`config.mk`:
```
export PLATFORM = sky130hd
export DESIGN_NAME = pmsc_startup_top
export DESIGN_NICKNAME = d
export VERILOG_FILES = /design/src/hw/pmsc_pkg.sv /design/src/hw/pmsc_pwm_if.sv /design/src/hw/pmsc_startup_top.sv /design/src/hw/pmsc_glitch_filter.sv /design/src/hw/pmsc_gate_seq.sv
export SDC_FILE = /design/constraint.sdc
export NUM_CORES = 1
export LEC_CHECK = 0
export ABC_AREA = 1
export BUFFER_PORTS_ARGS = -buffer_cell sky130_fd_sc_hd__buf_4
export CORE_MARGIN = 1
export CORE_UTILIZATION = 50
export CTS_CLUSTER_SIZE = 8
export DETAILED_ROUTE_END_ITERATION = 7
export GPL_TIMING_DRIVEN = 0
export MAX_ROUTING_LAYER = met4
export PLACE_DENSITY = 0.69
export SLEW_MARGIN = 10
export SYNTH_ARGS = -nofsm -noshare
export SYNTH_HDL_FRONTEND = slang
export SYNTH_SLANG_ARGS = --single-unit
```
`constraint.sdc`:
```
create_clock -name CLK -period 11 [get_ports CLK]
set_input_delay 2.2 -clock CLK [delete_from_list [all_inputs] [get_ports CLK]]
set_output_delay 2.2 -clock CLK [all_outputs]
set_load 0.005 [all_outputs]
```
`src/hw/pmsc_pkg.sv`:
```
/*
  constants, register map and state types of the mode and start-up block.
  assumes a 100 MHz core clock.
*/
package pmsc_pkg;
  // clock
  localparam int CLK_PERIOD_NS = 10; // 100 mhz core clock
  // start-up timing
  localparam int BOOT_DELAY_NS = 100000; // enable to boot ramp, 100 us
  localparam int POWER_OK_DELAY_NS = 7000000; // clock enable to power ok (7 ms)
  localparam int BOOT_DELAY_CYC = BOOT_DELAY_NS / CLK_PERIOD_NS;
  localparam int POWER_OK_DELAY_CYC = POWER_OK_DELAY_NS / CLK_PERIOD_NS;
  localparam int DLY_W = 24; // width of the start-up delay counter
  // switching-cycle counts
  localparam int QUAL_CYCLES = 13; // in-window cycles before clock enable
  localparam int IDLE_FILTER = 2; // periods before a phase is idled
  localparam int DCM_FILTER = 7; // periods before diode emulation
  // voltage code decode, units of 0.1 mv
  localparam logic [15:0] VMAX_TENTH_MV = 16'h3a98; // 1.5000 v at code zero
  localparam logic [15:0] VSTEP_TENTH_MV = 16'h007d; // 12.5 mv per code step
  localparam logic [15:0] VBOOT_TENTH_MV = 16'h2ee0; // 1.2 v boot target
  // switching period, in core cycles
  localparam logic [15:0] PERIOD_RST = 16'h014d; // 333 cycles, about 300 khz
  localparam logic [15:0] ONTIME_RST = 16'h0042; // upper-gate on time
  // register map, byte addresses
  localparam logic [4:0] REG_PERIOD = 5'h00; // rw switching period
  localparam logic [4:0] REG_ONTIME = 5'h04; // rw upper-gate on time
  localparam logic [4:0] REG_STATUS = 5'h08; // ro state and pins
  localparam logic [4:0] REG_TARGET = 5'h0c; // ro decoded target voltage
  // status field positions
  localparam int ST_BOOT_LSB = 0; // 3-bit start-up state
  localparam int ST_MODE_LSB = 4; // 2-bit phase mode
  localparam int ST_CLKEN_N = 8; // clock enable output, active low
  localparam int ST_POK = 9; // power ok output
  localparam int ST_ONEPH = 10; // single-phase-only strap
  localparam int ST_RAMP = 11; // voltage ramp in progress
  localparam int ST_VCODE_LSB = 16; // synchronised voltage code
  // start-up states, gray along the path
  typedef enum logic [2:0] {
    BOOT_OFF = 3'h0,
    BOOT_WAIT = 3'h1,
    BOOT_RAMP = 3'h3,
    BOOT_PGW = 3'h2,
    BOOT_RUN = 3'h6
  } pmsc_boot_t;
  // phase modes, gray around the ring
  typedef enum logic [1:0] {
    MODE_TWO_CCM = 2'h0,
    MODE_SHED = 2'h1,
    MODE_ONE_CCM = 2'h3,
    MODE_ONE_DCM = 2'h2
  } pmsc_mode_t;
endpackage

```
`src/hw/pmsc_pwm_if.sv`:
```
/*
  mode controller to gate sequencer signals.
  assumes one core clock at both ends.
*/
`timescale 1ns/1ps
interface pmsc_pwm_if;
  logic [15:0] period; // switching period in core cycles
  logic [15:0] ontime; // upper-gate on time in core cycles
  logic ph1_en; // phase 1 may switch
  logic ph2_en; // phase 2 may switch
  logic de_en; // diode emulation on phase 1
  logic ph1_zero; // phase 1 current at zero, synchronised
  logic tick; // one pulse per switching period
  logic ug1; // phase 1 upper gate
  logic lg1; // phase 1 lower gate
  logic ug2; // phase 2 upper gate
  logic lg2; // phase 2 lower gate
  modport ctl (output period, ontime, ph1_en, ph2_en, de_en, ph1_zero, input tick, ug1, lg1, ug2, lg2);
  modport drv (input period, ontime, ph1_en, ph2_en, de_en, ph1_zero, output tick, ug1, lg1, ug2, lg2);
endinterface

```
`src/hw/pmsc_startup_top.sv`:
```
/*
  start-up sequence, voltage code decode, phase mode selection and an
  avalon-mm register slave of a two-phase buck controller.
  assumes asynchronous pins and comparator results as digital levels.
*/
// The Avalon-MM slave port and the address map were chosen for this implementation.
// Contract
// - enable input high starts start-up sequence
// - boot ramp begins about 100 us later
// - start-up forces two-phase ccm, ignores inputs
// - boot ramp charges soft at 41 ua
// - 13 in-window cycles: clock enable low, 200ua
// - slew to code, power ok 7 ms later
// - code decodes 1.5 v down, 12.5 mv steps
// - sleep and deep stop pick dcm, else load
// - one-phase ccm holds phase 2 gates off
// - dcm: phase 2 off, lower gate off at zero
// - sense tied high: phase 2 off, diode emulation
// - single-phase entry waits for voltage ramp end
// - code change in dcm returns two-phase ccm
// - under two periods never idles a phase
// - under seven periods never enters dcm
// - two-phase channels run 180 degrees apart
// - shift current, see zero, then idle phase
`timescale 1ns/1ps
module pmsc_startup_top #(
  parameter int BOOT_DELAY = pmsc_pkg::BOOT_DELAY_CYC,
  parameter int POWER_OK_DELAY = pmsc_pkg::POWER_OK_DELAY_CYC
) (
  input wire logic CLK,
  input wire logic RST,
  input wire logic [4:0] AVS_ADDRESS,
  input wire logic AVS_READ,
  input wire logic AVS_WRITE,
  input wire logic [31:0] AVS_WRITEDATA,
  input wire logic [3:0] AVS_BYTEENABLE,
  output logic [31:0] AVS_READDATA,
  output logic AVS_WAITREQUEST,
  input wire logic REGULATOR_ON_INPUT,
  input wire logic SLEEP_VR_REQUEST,
  input wire logic DEEP_STOP_N,
  input wire logic LOW_LOAD_INDICATE_N,
  input wire logic [6:0] VOLTAGE_CODE,
  input wire logic PHASE_TWO_CURRENT_SENSE,
  input wire logic VOUT_IN_BOOT_WINDOW,
  input wire logic VOUT_SETTLED,
  input wire logic PHASE_ONE_ZERO_CURRENT,
  input wire logic PHASE_TWO_ZERO_CURRENT,
  output logic SYS_CLOCK_EN_N,
  output logic POWER_OK,
  output logic SOFT_RAMP_EN,
  output logic SOFT_SRC_LOW,
  output logic SOFT_SRC_HIGH,
  output logic [15:0] TARGET_TENTH_MV,
  output logic FB2_SWITCH_CLOSED,
  output logic UGATE1,
  output logic LGATE1,
  output logic UGATE2,
  output logic LGATE2
);
  // two-stage synchronisers for every pin but the avalon bus
  localparam int NSYNC = 16;
  logic [NSYNC-1:0] pin_raw; // gathered pins
  logic [NSYNC-1:0] sync1_r; // first stage, read only by the second
  logic [NSYNC-1:0] sync2_r; // second stage, safe to use
  logic reg_on, sleep_req, deep_n, low_load_n, ph2_tied, in_window, settled, ph1_zero, ph2_zero;
  logic [6:0] vcode; // synchronised voltage code, bit 0 lsb

  // state
  pmsc_pkg::pmsc_boot_t boot_r, boot_nxt; // start-up sequence state
  pmsc_pkg::pmsc_mode_t mode_r, mode_nxt; // phase operation mode
  logic [pmsc_pkg::DLY_W-1:0] dly_r; // start-up delay counter
  logic [3:0] qual_r; // consecutive in-window switching cycles
  logic one_only_r; // single-phase-only strap, caught while off
  logic [6:0] vcode_last_r; // code seen last cycle
  logic code_chg; // code changed this cycle
  logic ramp_busy_r; // output still slewing to a new code
  logic [15:0] period_r; // software switching period
  logic [15:0] ontime_r; // software on time
  logic [2:0] combo; // {sleep, deep_n, low_load_n}
  logic [2:0] q_idle, q_dcm; // filtered combinations
  logic want_one, want_dcm; // filtered mode requests
  logic ack_r; // bus answer cycle
  pmsc_pwm_if pwm ();
  assign pin_raw = {REGULATOR_ON_INPUT, SLEEP_VR_REQUEST, DEEP_STOP_N, LOW_LOAD_INDICATE_N,
                    PHASE_TWO_CURRENT_SENSE, VOUT_IN_BOOT_WINDOW, VOUT_SETTLED,
                    PHASE_ONE_ZERO_CURRENT, PHASE_TWO_ZERO_CURRENT, VOLTAGE_CODE};
  // pins cross into the core clock through two flops
  always_ff @(posedge CLK) begin
    if (RST) begin
      sync1_r <= '0;
      sync2_r <= '0;
    end else begin
      sync1_r <= pin_raw;
      sync2_r <= sync1_r;
    end
  end
  assign {reg_on, sleep_req, deep_n, low_load_n, ph2_tied, in_window, settled, ph1_zero, ph2_zero} =
    sync2_r[NSYNC-1:7];
  assign vcode = sync2_r[6:0];
  // decode: 1.5 v less one step per code, floored at zero
  function automatic logic [15:0] code_to_volt(input logic [6:0] code);
    logic [22:0] drop;
    drop = 23'(code) * 23'(pmsc_pkg::VSTEP_TENTH_MV);
    if (drop >= 23'(pmsc_pkg::VMAX_TENTH_MV)) begin
      code_to_volt = 16'h0;
    end else begin
      code_to_volt = 16'(23'(pmsc_pkg::VMAX_TENTH_MV) - drop);
    end
  endfunction
  // start-up sequence next state
  always_comb begin
    boot_nxt = boot_r;
    unique case (boot_r)
      pmsc_pkg::BOOT_OFF: begin
        if (reg_on) begin
          boot_nxt = pmsc_pkg::BOOT_WAIT;
        end
      end
      pmsc_pkg::BOOT_WAIT: begin
        if (dly_r >= pmsc_pkg::DLY_W'(BOOT_DELAY - 1)) begin
          boot_nxt = pmsc_pkg::BOOT_RAMP;
        end
      end
      pmsc_pkg::BOOT_RAMP: begin
        if (pwm.tick && in_window && qual_r == 4'(pmsc_pkg::QUAL_CYCLES - 1)) begin
          boot_nxt = pmsc_pkg::BOOT_PGW;
        end
      end
      pmsc_pkg::BOOT_PGW: begin
        if (dly_r >= pmsc_pkg::DLY_W'(POWER_OK_DELAY - 1)) begin
          boot_nxt = pmsc_pkg::BOOT_RUN;
        end
      end
      pmsc_pkg::BOOT_RUN: begin
        boot_nxt = pmsc_pkg::BOOT_RUN;
      end
      default: begin
        boot_nxt = pmsc_pkg::BOOT_OFF; // unused codes recover
      end
    endcase
    if (!reg_on) begin
      boot_nxt = pmsc_pkg::BOOT_OFF; // dropping the enable restarts from scratch
    end
  end

  always_ff @(posedge CLK) begin
    if (RST) begin
      boot_r <= pmsc_pkg::BOOT_OFF;
    end else begin
      boot_r <= boot_nxt;
    end
  end
  // delay counter restarts on each state change
  always_ff @(posedge CLK) begin
    if (RST || boot_nxt != boot_r) begin
      dly_r <= '0;
    end else if (dly_r != '1) begin
      dly_r <= dly_r + 1'b1;
    end
  end
  // in-window tick count; one miss starts over
  always_ff @(posedge CLK) begin
    if (RST || boot_r != pmsc_pkg::BOOT_RAMP) begin
      qual_r <= 4'h0;
    end else if (pwm.tick) begin
      qual_r <= in_window ? qual_r + 4'h1 : 4'h0;
    end
  end
  // strap caught while off, so phase 2 never drops mid-run
  always_ff @(posedge CLK) begin
    if (RST) begin
      one_only_r <= 1'b0;
    end else if (boot_r == pmsc_pkg::BOOT_OFF) begin
      one_only_r <= ph2_tied;
    end
  end

  // code change detect and ramp tracking; a new change wins over settling
  assign code_chg = (vcode != vcode_last_r);
  always_ff @(posedge CLK) begin
    if (RST) begin
      vcode_last_r <= 7'h0;
      ramp_busy_r <= 1'b0;
    end else begin
      vcode_last_r <= vcode;
      if (code_chg) begin
        ramp_busy_r <= 1'b1;
      end else if (pwm.tick && settled) begin
        ramp_busy_r <= 1'b0;
      end
    end
  end
  // glitch filters on the control combination
  assign combo = {sleep_req, deep_n, low_load_n};
  pmsc_glitch_filter #(.PERIODS(pmsc_pkg::IDLE_FILTER)) u_idle_flt (
    .clk(CLK), .rst(RST), .tick(pwm.tick), .din(combo), .init(3'h3), .dout(q_idle)
  );
  pmsc_glitch_filter #(.PERIODS(pmsc_pkg::DCM_FILTER)) u_dcm_flt (
    .clk(CLK), .rst(RST), .tick(pwm.tick), .din(combo), .init(3'h3), .dout(q_dcm)
  );
  assign want_dcm = q_dcm[2] && !q_dcm[1];
  assign want_one = want_dcm || !q_idle[0] || (q_idle[2] && !q_idle[1]);
  // phase mode next state
  always_comb begin
    mode_nxt = mode_r;
    unique case (mode_r)
      pmsc_pkg::MODE_TWO_CCM: begin
        if (want_one && !ramp_busy_r) begin
          mode_nxt = pmsc_pkg::MODE_SHED;
        end
      end
      pmsc_pkg::MODE_SHED: begin
        if (!want_one) begin
          mode_nxt = pmsc_pkg::MODE_TWO_CCM;
        end else if (ph2_zero) begin
          mode_nxt = want_dcm ? pmsc_pkg::MODE_ONE_DCM : pmsc_pkg::MODE_ONE_CCM;
        end
      end
      pmsc_pkg::MODE_ONE_CCM: begin
        if (!want_one) begin
          mode_nxt = pmsc_pkg::MODE_TWO_CCM;
        end else if (want_dcm) begin
          mode_nxt = pmsc_pkg::MODE_ONE_DCM;
        end
      end
      pmsc_pkg::MODE_ONE_DCM: begin
        if (code_chg || !want_one) begin
          mode_nxt = pmsc_pkg::MODE_TWO_CCM;
        end else if (!want_dcm) begin
          mode_nxt = pmsc_pkg::MODE_ONE_CCM;
        end
      end
    endcase
    if (boot_r != pmsc_pkg::BOOT_RUN) begin
      mode_nxt = pmsc_pkg::MODE_TWO_CCM;
    end
  end

  always_ff @(posedge CLK) begin
    if (RST) begin
      mode_r <= pmsc_pkg::MODE_TWO_CCM;
    end else begin
      mode_r <= mode_nxt;
    end
  end

  // gate sequencer controls
  assign pwm.period = period_r;
  assign pwm.ontime = ontime_r;
  assign pwm.ph1_zero = ph1_zero;
  assign pwm.ph1_en = (boot_r == pmsc_pkg::BOOT_RAMP || boot_r == pmsc_pkg::BOOT_PGW ||
                       boot_r == pmsc_pkg::BOOT_RUN);
  // in shed phase 2 keeps switching so its current can fall to zero
  assign pwm.ph2_en = pwm.ph1_en && !one_only_r && (mode_r == pmsc_pkg::MODE_TWO_CCM ||
                                                    mode_r == pmsc_pkg::MODE_SHED);
  assign pwm.de_en = one_only_r || mode_r == pmsc_pkg::MODE_ONE_DCM;

  pmsc_gate_seq u_gates (.clk(CLK), .rst(RST), .pwm(pwm));

  // registered outputs toward the analog section
  always_ff @(posedge CLK) begin
    if (RST) begin
      SYS_CLOCK_EN_N <= 1'b1;
      POWER_OK <= 1'b0;
      SOFT_RAMP_EN <= 1'b0;
      SOFT_SRC_LOW <= 1'b0;
      SOFT_SRC_HIGH <= 1'b0;
      TARGET_TENTH_MV <= 16'h0;
      FB2_SWITCH_CLOSED <= 1'b0;
    end else begin
      SYS_CLOCK_EN_N <= !(boot_r == pmsc_pkg::BOOT_PGW || boot_r == pmsc_pkg::BOOT_RUN);
      POWER_OK <= (boot_r == pmsc_pkg::BOOT_RUN);
      SOFT_RAMP_EN <= pwm.ph1_en;
      SOFT_SRC_LOW <= (boot_r == pmsc_pkg::BOOT_RAMP);
      SOFT_SRC_HIGH <= (boot_r == pmsc_pkg::BOOT_PGW || boot_r == pmsc_pkg::BOOT_RUN);
      TARGET_TENTH_MV <= (boot_r == pmsc_pkg::BOOT_RAMP || boot_r == pmsc_pkg::BOOT_WAIT) ?
                         pmsc_pkg::VBOOT_TENTH_MV : code_to_volt(vcode);
      FB2_SWITCH_CLOSED <= !pwm.ph2_en && pwm.ph1_en;
    end
  end
  assign UGATE1 = pwm.ug1;
  assign LGATE1 = pwm.lg1;
  assign UGATE2 = pwm.ug2;
  assign LGATE2 = pwm.lg2;

  // avalon slave: one wait cycle, then the answer
  assign AVS_WAITREQUEST = (AVS_READ || AVS_WRITE) && !ack_r;
  always_ff @(posedge CLK) begin
    if (RST) begin
      ack_r <= 1'b0;
    end else begin
      ack_r <= (AVS_READ || AVS_WRITE) && !ack_r;
    end
  end

  // writes take effect at the answer edge; a period below 2 is raised to 2 one cycle later
  always_ff @(posedge CLK) begin
    if (RST) begin
      period_r <= pmsc_pkg::PERIOD_RST;
      ontime_r <= pmsc_pkg::ONTIME_RST;
    end else if (AVS_WRITE && ack_r) begin
      if (AVS_ADDRESS == pmsc_pkg::REG_PERIOD) begin
        if (AVS_BYTEENABLE[0]) period_r[7:0] <= AVS_WRITEDATA[7:0];
        if (AVS_BYTEENABLE[1]) period_r[15:8] <= AVS_WRITEDATA[15:8];
      end else if (AVS_ADDRESS == pmsc_pkg::REG_ONTIME) begin
        if (AVS_BYTEENABLE[0]) ontime_r[7:0] <= AVS_WRITEDATA[7:0];
        if (AVS_BYTEENABLE[1]) ontime_r[15:8] <= AVS_WRITEDATA[15:8];
      end
    end else if (period_r < 16'h2) begin
      period_r <= 16'h2;
    end
  end

  // read data registered, unmapped addresses read zero
  always_ff @(posedge CLK) begin
    if (RST) begin
      AVS_READDATA <= 32'h0;
    end else if (AVS_READ && !ack_r) begin
      unique case (AVS_ADDRESS)
        pmsc_pkg::REG_PERIOD: AVS_READDATA <= {16'h0, period_r};
        pmsc_pkg::REG_ONTIME: AVS_READDATA <= {16'h0, ontime_r};
        pmsc_pkg::REG_STATUS: begin
          AVS_READDATA <= 32'h0;
          AVS_READDATA[pmsc_pkg::ST_BOOT_LSB +: 3] <= boot_r;
          AVS_READDATA[pmsc_pkg::ST_MODE_LSB +: 2] <= mode_r;
          AVS_READDATA[pmsc_pkg::ST_CLKEN_N] <= SYS_CLOCK_EN_N;
          AVS_READDATA[pmsc_pkg::ST_POK] <= POWER_OK;
          AVS_READDATA[pmsc_pkg::ST_ONEPH] <= one_only_r;
          AVS_READDATA[pmsc_pkg::ST_RAMP] <= ramp_busy_r;
          AVS_READDATA[pmsc_pkg::ST_VCODE_LSB +: 7] <= vcode;
        end
        pmsc_pkg::REG_TARGET: AVS_READDATA <= {16'h0, TARGET_TENTH_MV};
        default: AVS_READDATA <= 32'h0;
      endcase
    end
  end
endmodule

```
`src/hw/pmsc_glitch_filter.sv`:
```
/*
  passes a power-state combination on once stable for whole periods.
  assumes synchronised inputs and a one-cycle period tick.
*/
`timescale 1ns/1ps
module pmsc_glitch_filter #(
  parameter int PERIODS = 2
) (
  input wire logic clk,
  input wire logic rst,
  input wire logic tick,
  input wire logic [2:0] din,
  input wire logic [2:0] init,
  output logic [2:0] dout
);
  logic [2:0] last_r; // combination seen last cycle
  logic [3:0] cnt_r; // whole periods the combination has held
  localparam logic [3:0] LIMIT = 4'(PERIODS + 1); // one extra tick: a burst may straddle a tick

  // restart the count whenever the combination changes
  always_ff @(posedge clk) begin
    if (rst) begin
      last_r <= 3'h0;
      cnt_r <= 4'h0;
    end else if (din != last_r) begin
      last_r <= din;
      cnt_r <= 4'h0;
    end else if (tick && cnt_r != LIMIT) begin
      cnt_r <= cnt_r + 4'h1;
    end
  end

  // pass the combination once it has lasted the full count
  always_ff @(posedge clk) begin
    if (rst) begin
      dout <= init; // idle value before any stable combination
    end else if (din == last_r && cnt_r == LIMIT) begin
      dout <= last_r;
    end
  end
endmodule

```
`src/hw/pmsc_gate_seq.sv`:
```
/*
  two-phase gate sequencer: period counter, interleaving, idle and
  diode-emulation gating. assumes a period of at least 2.
*/
`timescale 1ns/1ps
module pmsc_gate_seq (
  input wire logic clk,
  input wire logic rst,
  pmsc_pwm_if.drv pwm
);
  logic [15:0] cnt_r; // position inside the switching period
  logic [15:0] cnt2; // phase 2 position, half a period later
  logic [16:0] sum2; // unwrapped phase 2 position
  logic zero_seen_r; // phase 1 current reached zero this period

  // period counter and tick
  always_ff @(posedge clk) begin
    if (rst || cnt_r >= pwm.period - 16'h1) begin
      cnt_r <= 16'h0;
    end else begin
      cnt_r <= cnt_r + 16'h1;
    end
  end
  assign pwm.tick = (cnt_r == 16'h0);

  // phase 2 runs half a period behind phase 1
  always_comb begin
    sum2 = {1'b0, cnt_r} + {2'b00, pwm.period[15:1]};
    cnt2 = (sum2 >= {1'b0, pwm.period}) ? 16'(sum2 - {1'b0, pwm.period}) : sum2[15:0];
  end

  // in diode emulation, after zero current the phase 1 lower gate stays off till period end
  always_ff @(posedge clk) begin
    if (rst || pwm.tick) begin
      zero_seen_r <= 1'b0;
    end else if (pwm.ph1_zero) begin
      zero_seen_r <= 1'b1;
    end
  end

  // gate registers; an idled phase holds both gates off
  always_ff @(posedge clk) begin
    if (rst) begin
      pwm.ug1 <= 1'b0;
      pwm.lg1 <= 1'b0;
      pwm.ug2 <= 1'b0;
      pwm.lg2 <= 1'b0;
    end else begin
      pwm.ug1 <= pwm.ph1_en && cnt_r < pwm.ontime;
      pwm.lg1 <= pwm.ph1_en && cnt_r >= pwm.ontime && !(pwm.de_en && (zero_seen_r || pwm.ph1_zero));
      pwm.ug2 <= pwm.ph2_en && cnt2 < pwm.ontime;
      pwm.lg2 <= pwm.ph2_en && cnt2 >= pwm.ontime;
    end
  end
endmodule

```
# == After elaboration in Yosys (flattened, before gate mapping) ==
# Cells that the tools add are included.
# op_classes
n_mul,1
magnitude_cmp,10
n_reduce_logical,62
muxes,26
addsub,9
n_bitwise,1
n_eq_ne,31
# ops
operator,n
23-bit one-hot mux with 4 select lines,1
16-bit two-way mux,4
16-bit >= comparator,3
16-bit less-than comparator,2
14-bit two-way mux,2
24-bit by 1-bit adder with 24-bit output (second input constant),1
24-bit by 14-bit >= comparator with 1-bit output (second input constant),1
24-bit by 20-bit >= comparator with 1-bit output (second input constant),1
24-bit != test (second input constant),1
1-bit logical AND,22
16-bit by 15-bit adder with 17-bit output,1
17-bit by 16-bit >= comparator with 1-bit output,1
16-bit by 1-bit adder with 16-bit output (second input constant),1
16-bit logical NOT,1
16-bit by 2-bit less-than comparator with 1-bit output (second input constant),1
8-bit two-way mux,2
16-bit by 1-bit subtractor with 16-bit output (second input constant),1
16-bit subtractor,1
1-bit logical OR,15
3-bit one-hot mux with 5 select lines,1
14-bit by 14-bit subtractor with 15-bit output (first input constant),1
14-bit >= comparator (second input constant),1
7-bit by 7-bit multiplier with 14-bit output (second input constant),1
2-bit two-way mux,7
other kinds (33),67
# totals
ff_bits,201
word_cells,175
in_bits,61
out_inout_bits,59

# == Depth between registers and ports, before layout ==
# logic_depth
word_depth,8
mapped_depth,31
mapped_depth_nobuf,31

# == By module ==
# From an unflattened synthesis, not the netlist that was laid out.
# unflattened
cells_unflattened,1964
hier_area_um2,13337.8
# by_module_without_submodules
mod,cells_each,area_each_um2,n_inst,seq_area_each_um2
pmsc_startup_top,1058,7832.5,1,3022.9
pmsc_gate_seq,773,4511.8,1,420.4
pmsc_glitch_filter (u_dcm_flt),66,499.2,1,230.2
pmsc_glitch_filter (u_idle_flt),67,494.2,1,230.2

# == Worst setup path before layout ==
# No wires, ideal clock.
# synth_timing
kind,input to output
startpoint,input AVS_WRITE
endpoint,output AVS_WAITREQUEST
arrival_time_ps,2370
path_stages,2
slack_ps,6430
required_time_ps,8800
n_path_buf,0
cell_sequence,nor2_1 nor2_1
# synth_via
elab_chain_len,2
# synth_rtl
element,line,text
from (decl),pmsc_startup_top.sv:34,"input wire logic AVS_WRITE,"
1-bit logical OR,pmsc_startup_top.sv:288,assign AVS_WAITREQUEST = (AVS_READ || AVS_WRITE) && !ack_r;
1-bit logical AND,pmsc_startup_top.sv:288,
to (decl),pmsc_startup_top.sv:38,"output logic AVS_WAITREQUEST,"
# No other way between the ends.

# == Final worst setup path ==
# layout_timing
startpoint,register u_gates.cnt_r[0]
endpoint,register u_gates.pwm.ug2
# layout_via
elab_chain_len,5
elab_cells_between_ends,6
classes_between,2 x add/sub; 2 x order compare; 1 x mux; 1 x reduce/logical
# layout_rtl
element,line,text
from (decl),pmsc_gate_seq.sv:11,logic [15:0] cnt_r;
from (signal assigned),pmsc_gate_seq.sv:21,cnt_r <= cnt_r + 16'h1;
16-bit by 15-bit adder with 17-bit output (*),pmsc_gate_seq.sv:28,"sum2 = {1'b0, cnt_r} + {2'b00, pwm.period[15:1]};"
16-bit subtractor / 17-bit by 16-bit >= comparator with 1-bit output (equally long branches),pmsc_gate_seq.sv:29,"cnt2 = (sum2 >= {1'b0, pwm.period}) ? 16'(sum2 - {1'b0, pwm.period}) : sum2[15:0];"
16-bit two-way mux (*),pmsc_gate_seq.sv:29,
16-bit less-than comparator (*),pmsc_gate_seq.sv:51,pwm.ug2 <= pwm.ph2_en && cnt2 < pwm.ontime;
1-bit logical AND (*),pmsc_gate_seq.sv:51,
to (signal assigned),pmsc_gate_seq.sv:51,
to (decl),pmsc_pwm_if.sv:19,"modport drv (input period, ontime, ph1_en, ph2_en, de_en, ph1_zero, output tick, ug1, lg1, ug2, lg2);"
# Every way passes the cells marked *; elsewhere a longest branch is shown, timed or not.
# A chain may end at the register's enable or synchronous reset.

==> summary.txt <==
Power
  – Internal power: 1.17 mW
  – Switch share: 30.7%
  – Combinational Power Share: 20.5%
  – Register share of total power: 43.9%
  – P per Cell Area: 118 nW/um^2
  – P_leak: 6.81 nW
  – Net switching power: 0.519 mW
  – Peak VDD IR: 0.000105 V
  – Power share of the clock group: 35.6%

STA
  – Sum Neg Setup Slack: 0 ps
  – Max-slew violations: 0
  – Max transition margin: 42.3%
  – Final hold vios: 0
  – RSZ-0062 raised after global routing: no
  – F_max: 194 MHz
  – Clock skew after layout: 15.5 ps
  – Min cycle time layout: 5150 ps
  – Slew @ Worst Pin: 865 ps
  – Worst Setup Slack, final: 5850 ps
  – Hold_ws: 404 ps
  – Count of final setup violators: 0
  – Fin crit share: 46.9%

Drt
  – Vias: 11800
  – Starting DRT DRC Count: 785
  – Routed length per instance: 15.8 microns
  – Detail Route Antenna Nets: 0
  – Avg Vias per Cell: 5.33
  – Drt first pass iters: 5
  – DRC violations left: 0
  – Post-Route WL: 35100 microns

Logic synthesis
  – Compound-Gate Fraction of Synth Area: 12.0%
  – FF+latch count, synth: 191
  – Post-synth EDFFs: 0
  – Post-synth top area cell: dfxtp_1
  – Seq/Total Area, Yosys: 30.2%
  – Main combinational cell family by area after synthesis: simple AND/OR/NAND/NOR gates
  – Synth Area in XOR/XNOR: 5.73%
  – Top post-synthesis cells by area: dfxtp_1, ha_1, nand2_1
  – Synth Warn #: 0
  – Top FF cell, synth: dfxtp_1
  – Post-synthesis mux area share: 0%
  – Post-synthesis adder-cell area fraction: 15.3%
  – Ys async rst share: 0%
  – Netlist Area Pre-Place: 12700 sq um
  – Post-synthesis cell type count: 54
  – Post-Syn Area per Cell: 7.18 sq um
  – Top-area cell type share of the netlist area: 30.2%
  – Synthesized instance count: 1766
  – Simple-gate share of the synthesized area: 26.7%

Clock network
  – Hold-fix buffers, CTS: 0
  – CTS tree: built
  – Number of buffers created by CTS: 17
  – Sinks on the clock net: 191
  – Post CTS Setup Buffer Count: 0
  – Skew-Pair Late Insertion Delay: 430 ps
  – CTS root buffer: clkbuf_16
  – Clock-pin slew on the worst setup and hold paths: 70 ps
  – Bufs on Longest Clock Path: 2
  – CTS H-tree lvls: 4
  – Cts repair resizes: 0

Final layout
  – Share of cells above drive strength 1: 10.8%
  – Area Growth Syn to Fin: 13.4%
  – Final core utilization: 58.4%
  – Commonest non-fill, non-tap cells in the layout: nand2_1, inv_1, nor2_1
  – Final instance area: 14400 sq um
  – Commonest non-fill, non-tap cell in the layout: nand2_1
  – Ant. Diodes: 0
  – Final net count: 2088

Setup path
  – Setup CP Type: flip-flop to flip-flop
  – Crit path launch type: flip-flop
  – Worst EP required: 11350 ps
  – Max Fanout on Critical Path: 10
  – Data arrival time of the critical path: 5510 ps
  – CP dominant cell by count: nor2_1
  – Critical path's largest stage delay: 480 ps
  – Critical path's slowest cell: dfxtp_1
  – Crit path capture type: flip-flop

Place
  – Dpl ws: 5930 ps
  – Placed Area: 13800 sq um
  – Port Buf Inserts: 91
  – Gp weighted congestion: 0.962
  – HPWL Detailed: 28400 microns

Global route
  – Pin count of the biggest net entering global routing: 19
  – Initial antenna violation count: 1
  – First-pass GRT wire length: 55800 microns
  – Total GRT Usage: 28.0%
  – GRT Max-Usage Layer: met2
  – Grt ovf: 0
  – Met3 GRT Util: 3.06%
  – Global routing met2 resource utilization: 46.1%
  – M1 GR Usage: 35.1%
  – Vias in the first global route: 11000

Floorplan
  – DIE HEIGHT: 161 microns
  – Ports: 120
  – Starting Density: 51.5%
  – Placeable core area: 24600 sq um
  – Die area: 26000 sq um
  – Row cnt: 57
  – Die width: 161 microns

Hold path
  – Hold crit path type: flip-flop to flip-flop

Status
  – Status: complete, no violations

Job
  – Number of max-cap violations: 0
[metrics by stage]
stage	power, mW	std cells
finish	1.69	2221
global route	1.77	2221
CTS	1.70	2221
detailed placement	1.10	2189
global placement	1.10	2189
floorplan	0.997	1774
[worst paths after layout]
kind | slack [ps] | depth (start not counted) | startpoint | to
setup / recovery | 5850 | 26 | u_gates.cnt_r[0] | u_gates.pwm.ug2
hold / removal | 400 | 2 | sync1_r[2] | sync2_r[2]
setup reg to reg | 5850 | 26 | u_gates.cnt_r[0] | u_gates.pwm.ug2
hold reg to reg | 400 | 2 | sync1_r[2] | sync2_r[2]
[Yosys cell counts, types with 5 or more instances]
cell type / instances
nor2_2: 11
nor4_1: 10
nand2_2: 14
clkbuf_1: 22
buf_4: 12
nand4_1: 47
or2_2: 5
nand2_1: 309
nand3b_1: 6
nor3b_1: 5
o21ai_0: 75
xnor2_1: 30
inv_2: 10
xor2_1: 51
nor3_1: 32
nor2_1: 213
dfxtp_1: 191
nand3_1: 89
fa_1: 20
ha_1: 123
o22ai_1: 10
a21oi_1: 149
inv_1: 268
o221ai_1: 10
[cell families (layout without fill, tap and decap cells)]
kind of cell / count (synthesis) / count (layout)
compound gates: 273 / 273
flops: 191 / 191
buf+inv: 319 / 442
fa+ha+maj: 143 / 143
xor+xnor: 82 / 82
simple gates: 757 / 757
other cells: 1 / 9
[power groups by stage]
stage	clock network [mW]	registers [mW]	logic, mW
2_1_floorplan	0	0.750	0.247
3_3_place_gp	0	0.758	0.338
3_5_place_dp	0	0.758	0.345
4_1_cts	0.607	0.742	0.347
5_1_grt	0.636	0.745	0.390
6_report	0.601	0.743	0.347
[routing by layer]
layer / up-vias / share of wire, %
met2: 322 / 47
met1: 5438 / 45
li1: 5993 / -
met4: 0 / 3.6
met5: - / 0
met3: 87 / 4.4
[worst max-delay path, delay by kind of cell (launching register included)]
family / cells / cell delay, ps
XOR/XNOR: 1 / 210
AO/OA/AOI/OAI: 3 / 740
flip-flops: 1 / 480
buffers and inverters: 4 / 320
adder cells (fa/ha/maj): 4 / 1280
AND/OR/NAND/NOR: 14 / 2020
[layout make-up]
cell class | count | area (sq um)
fillers | 2394 | 10200
repair buffers | 91 | 683
plain buffers | 41 | 233
clock buffers | 20 | 457
inverters | 278 | 1040
flip-flops and latches | 191 | 3820
multi-input cells | 1264 | 7600
well taps | 324 | 405
clock inverters | 12 | 119
[state kept, by name, indices dropped and copies added, names as in the netlist, 2 cells and up]
name               flops
AVS_READDATA          23
boot_r                 3
sync2_r               16
sync1_r               16
dly_r                 24
u_idle_flt.dout        3
u_gates.cnt_r         16
u_idle_flt.last_r      3
period_r              16
u_dcm_flt.last_r       3
u_dcm_flt.dout         2
qual_r                 4
ontime_r              16
mode_r                 2
u_dcm_flt.cnt_r        4
u_idle_flt.cnt_r       4
vcode_last_r           7
TARGET_TENTH_MV       15
No activity file was read; power rests on OpenSTA's default activity.
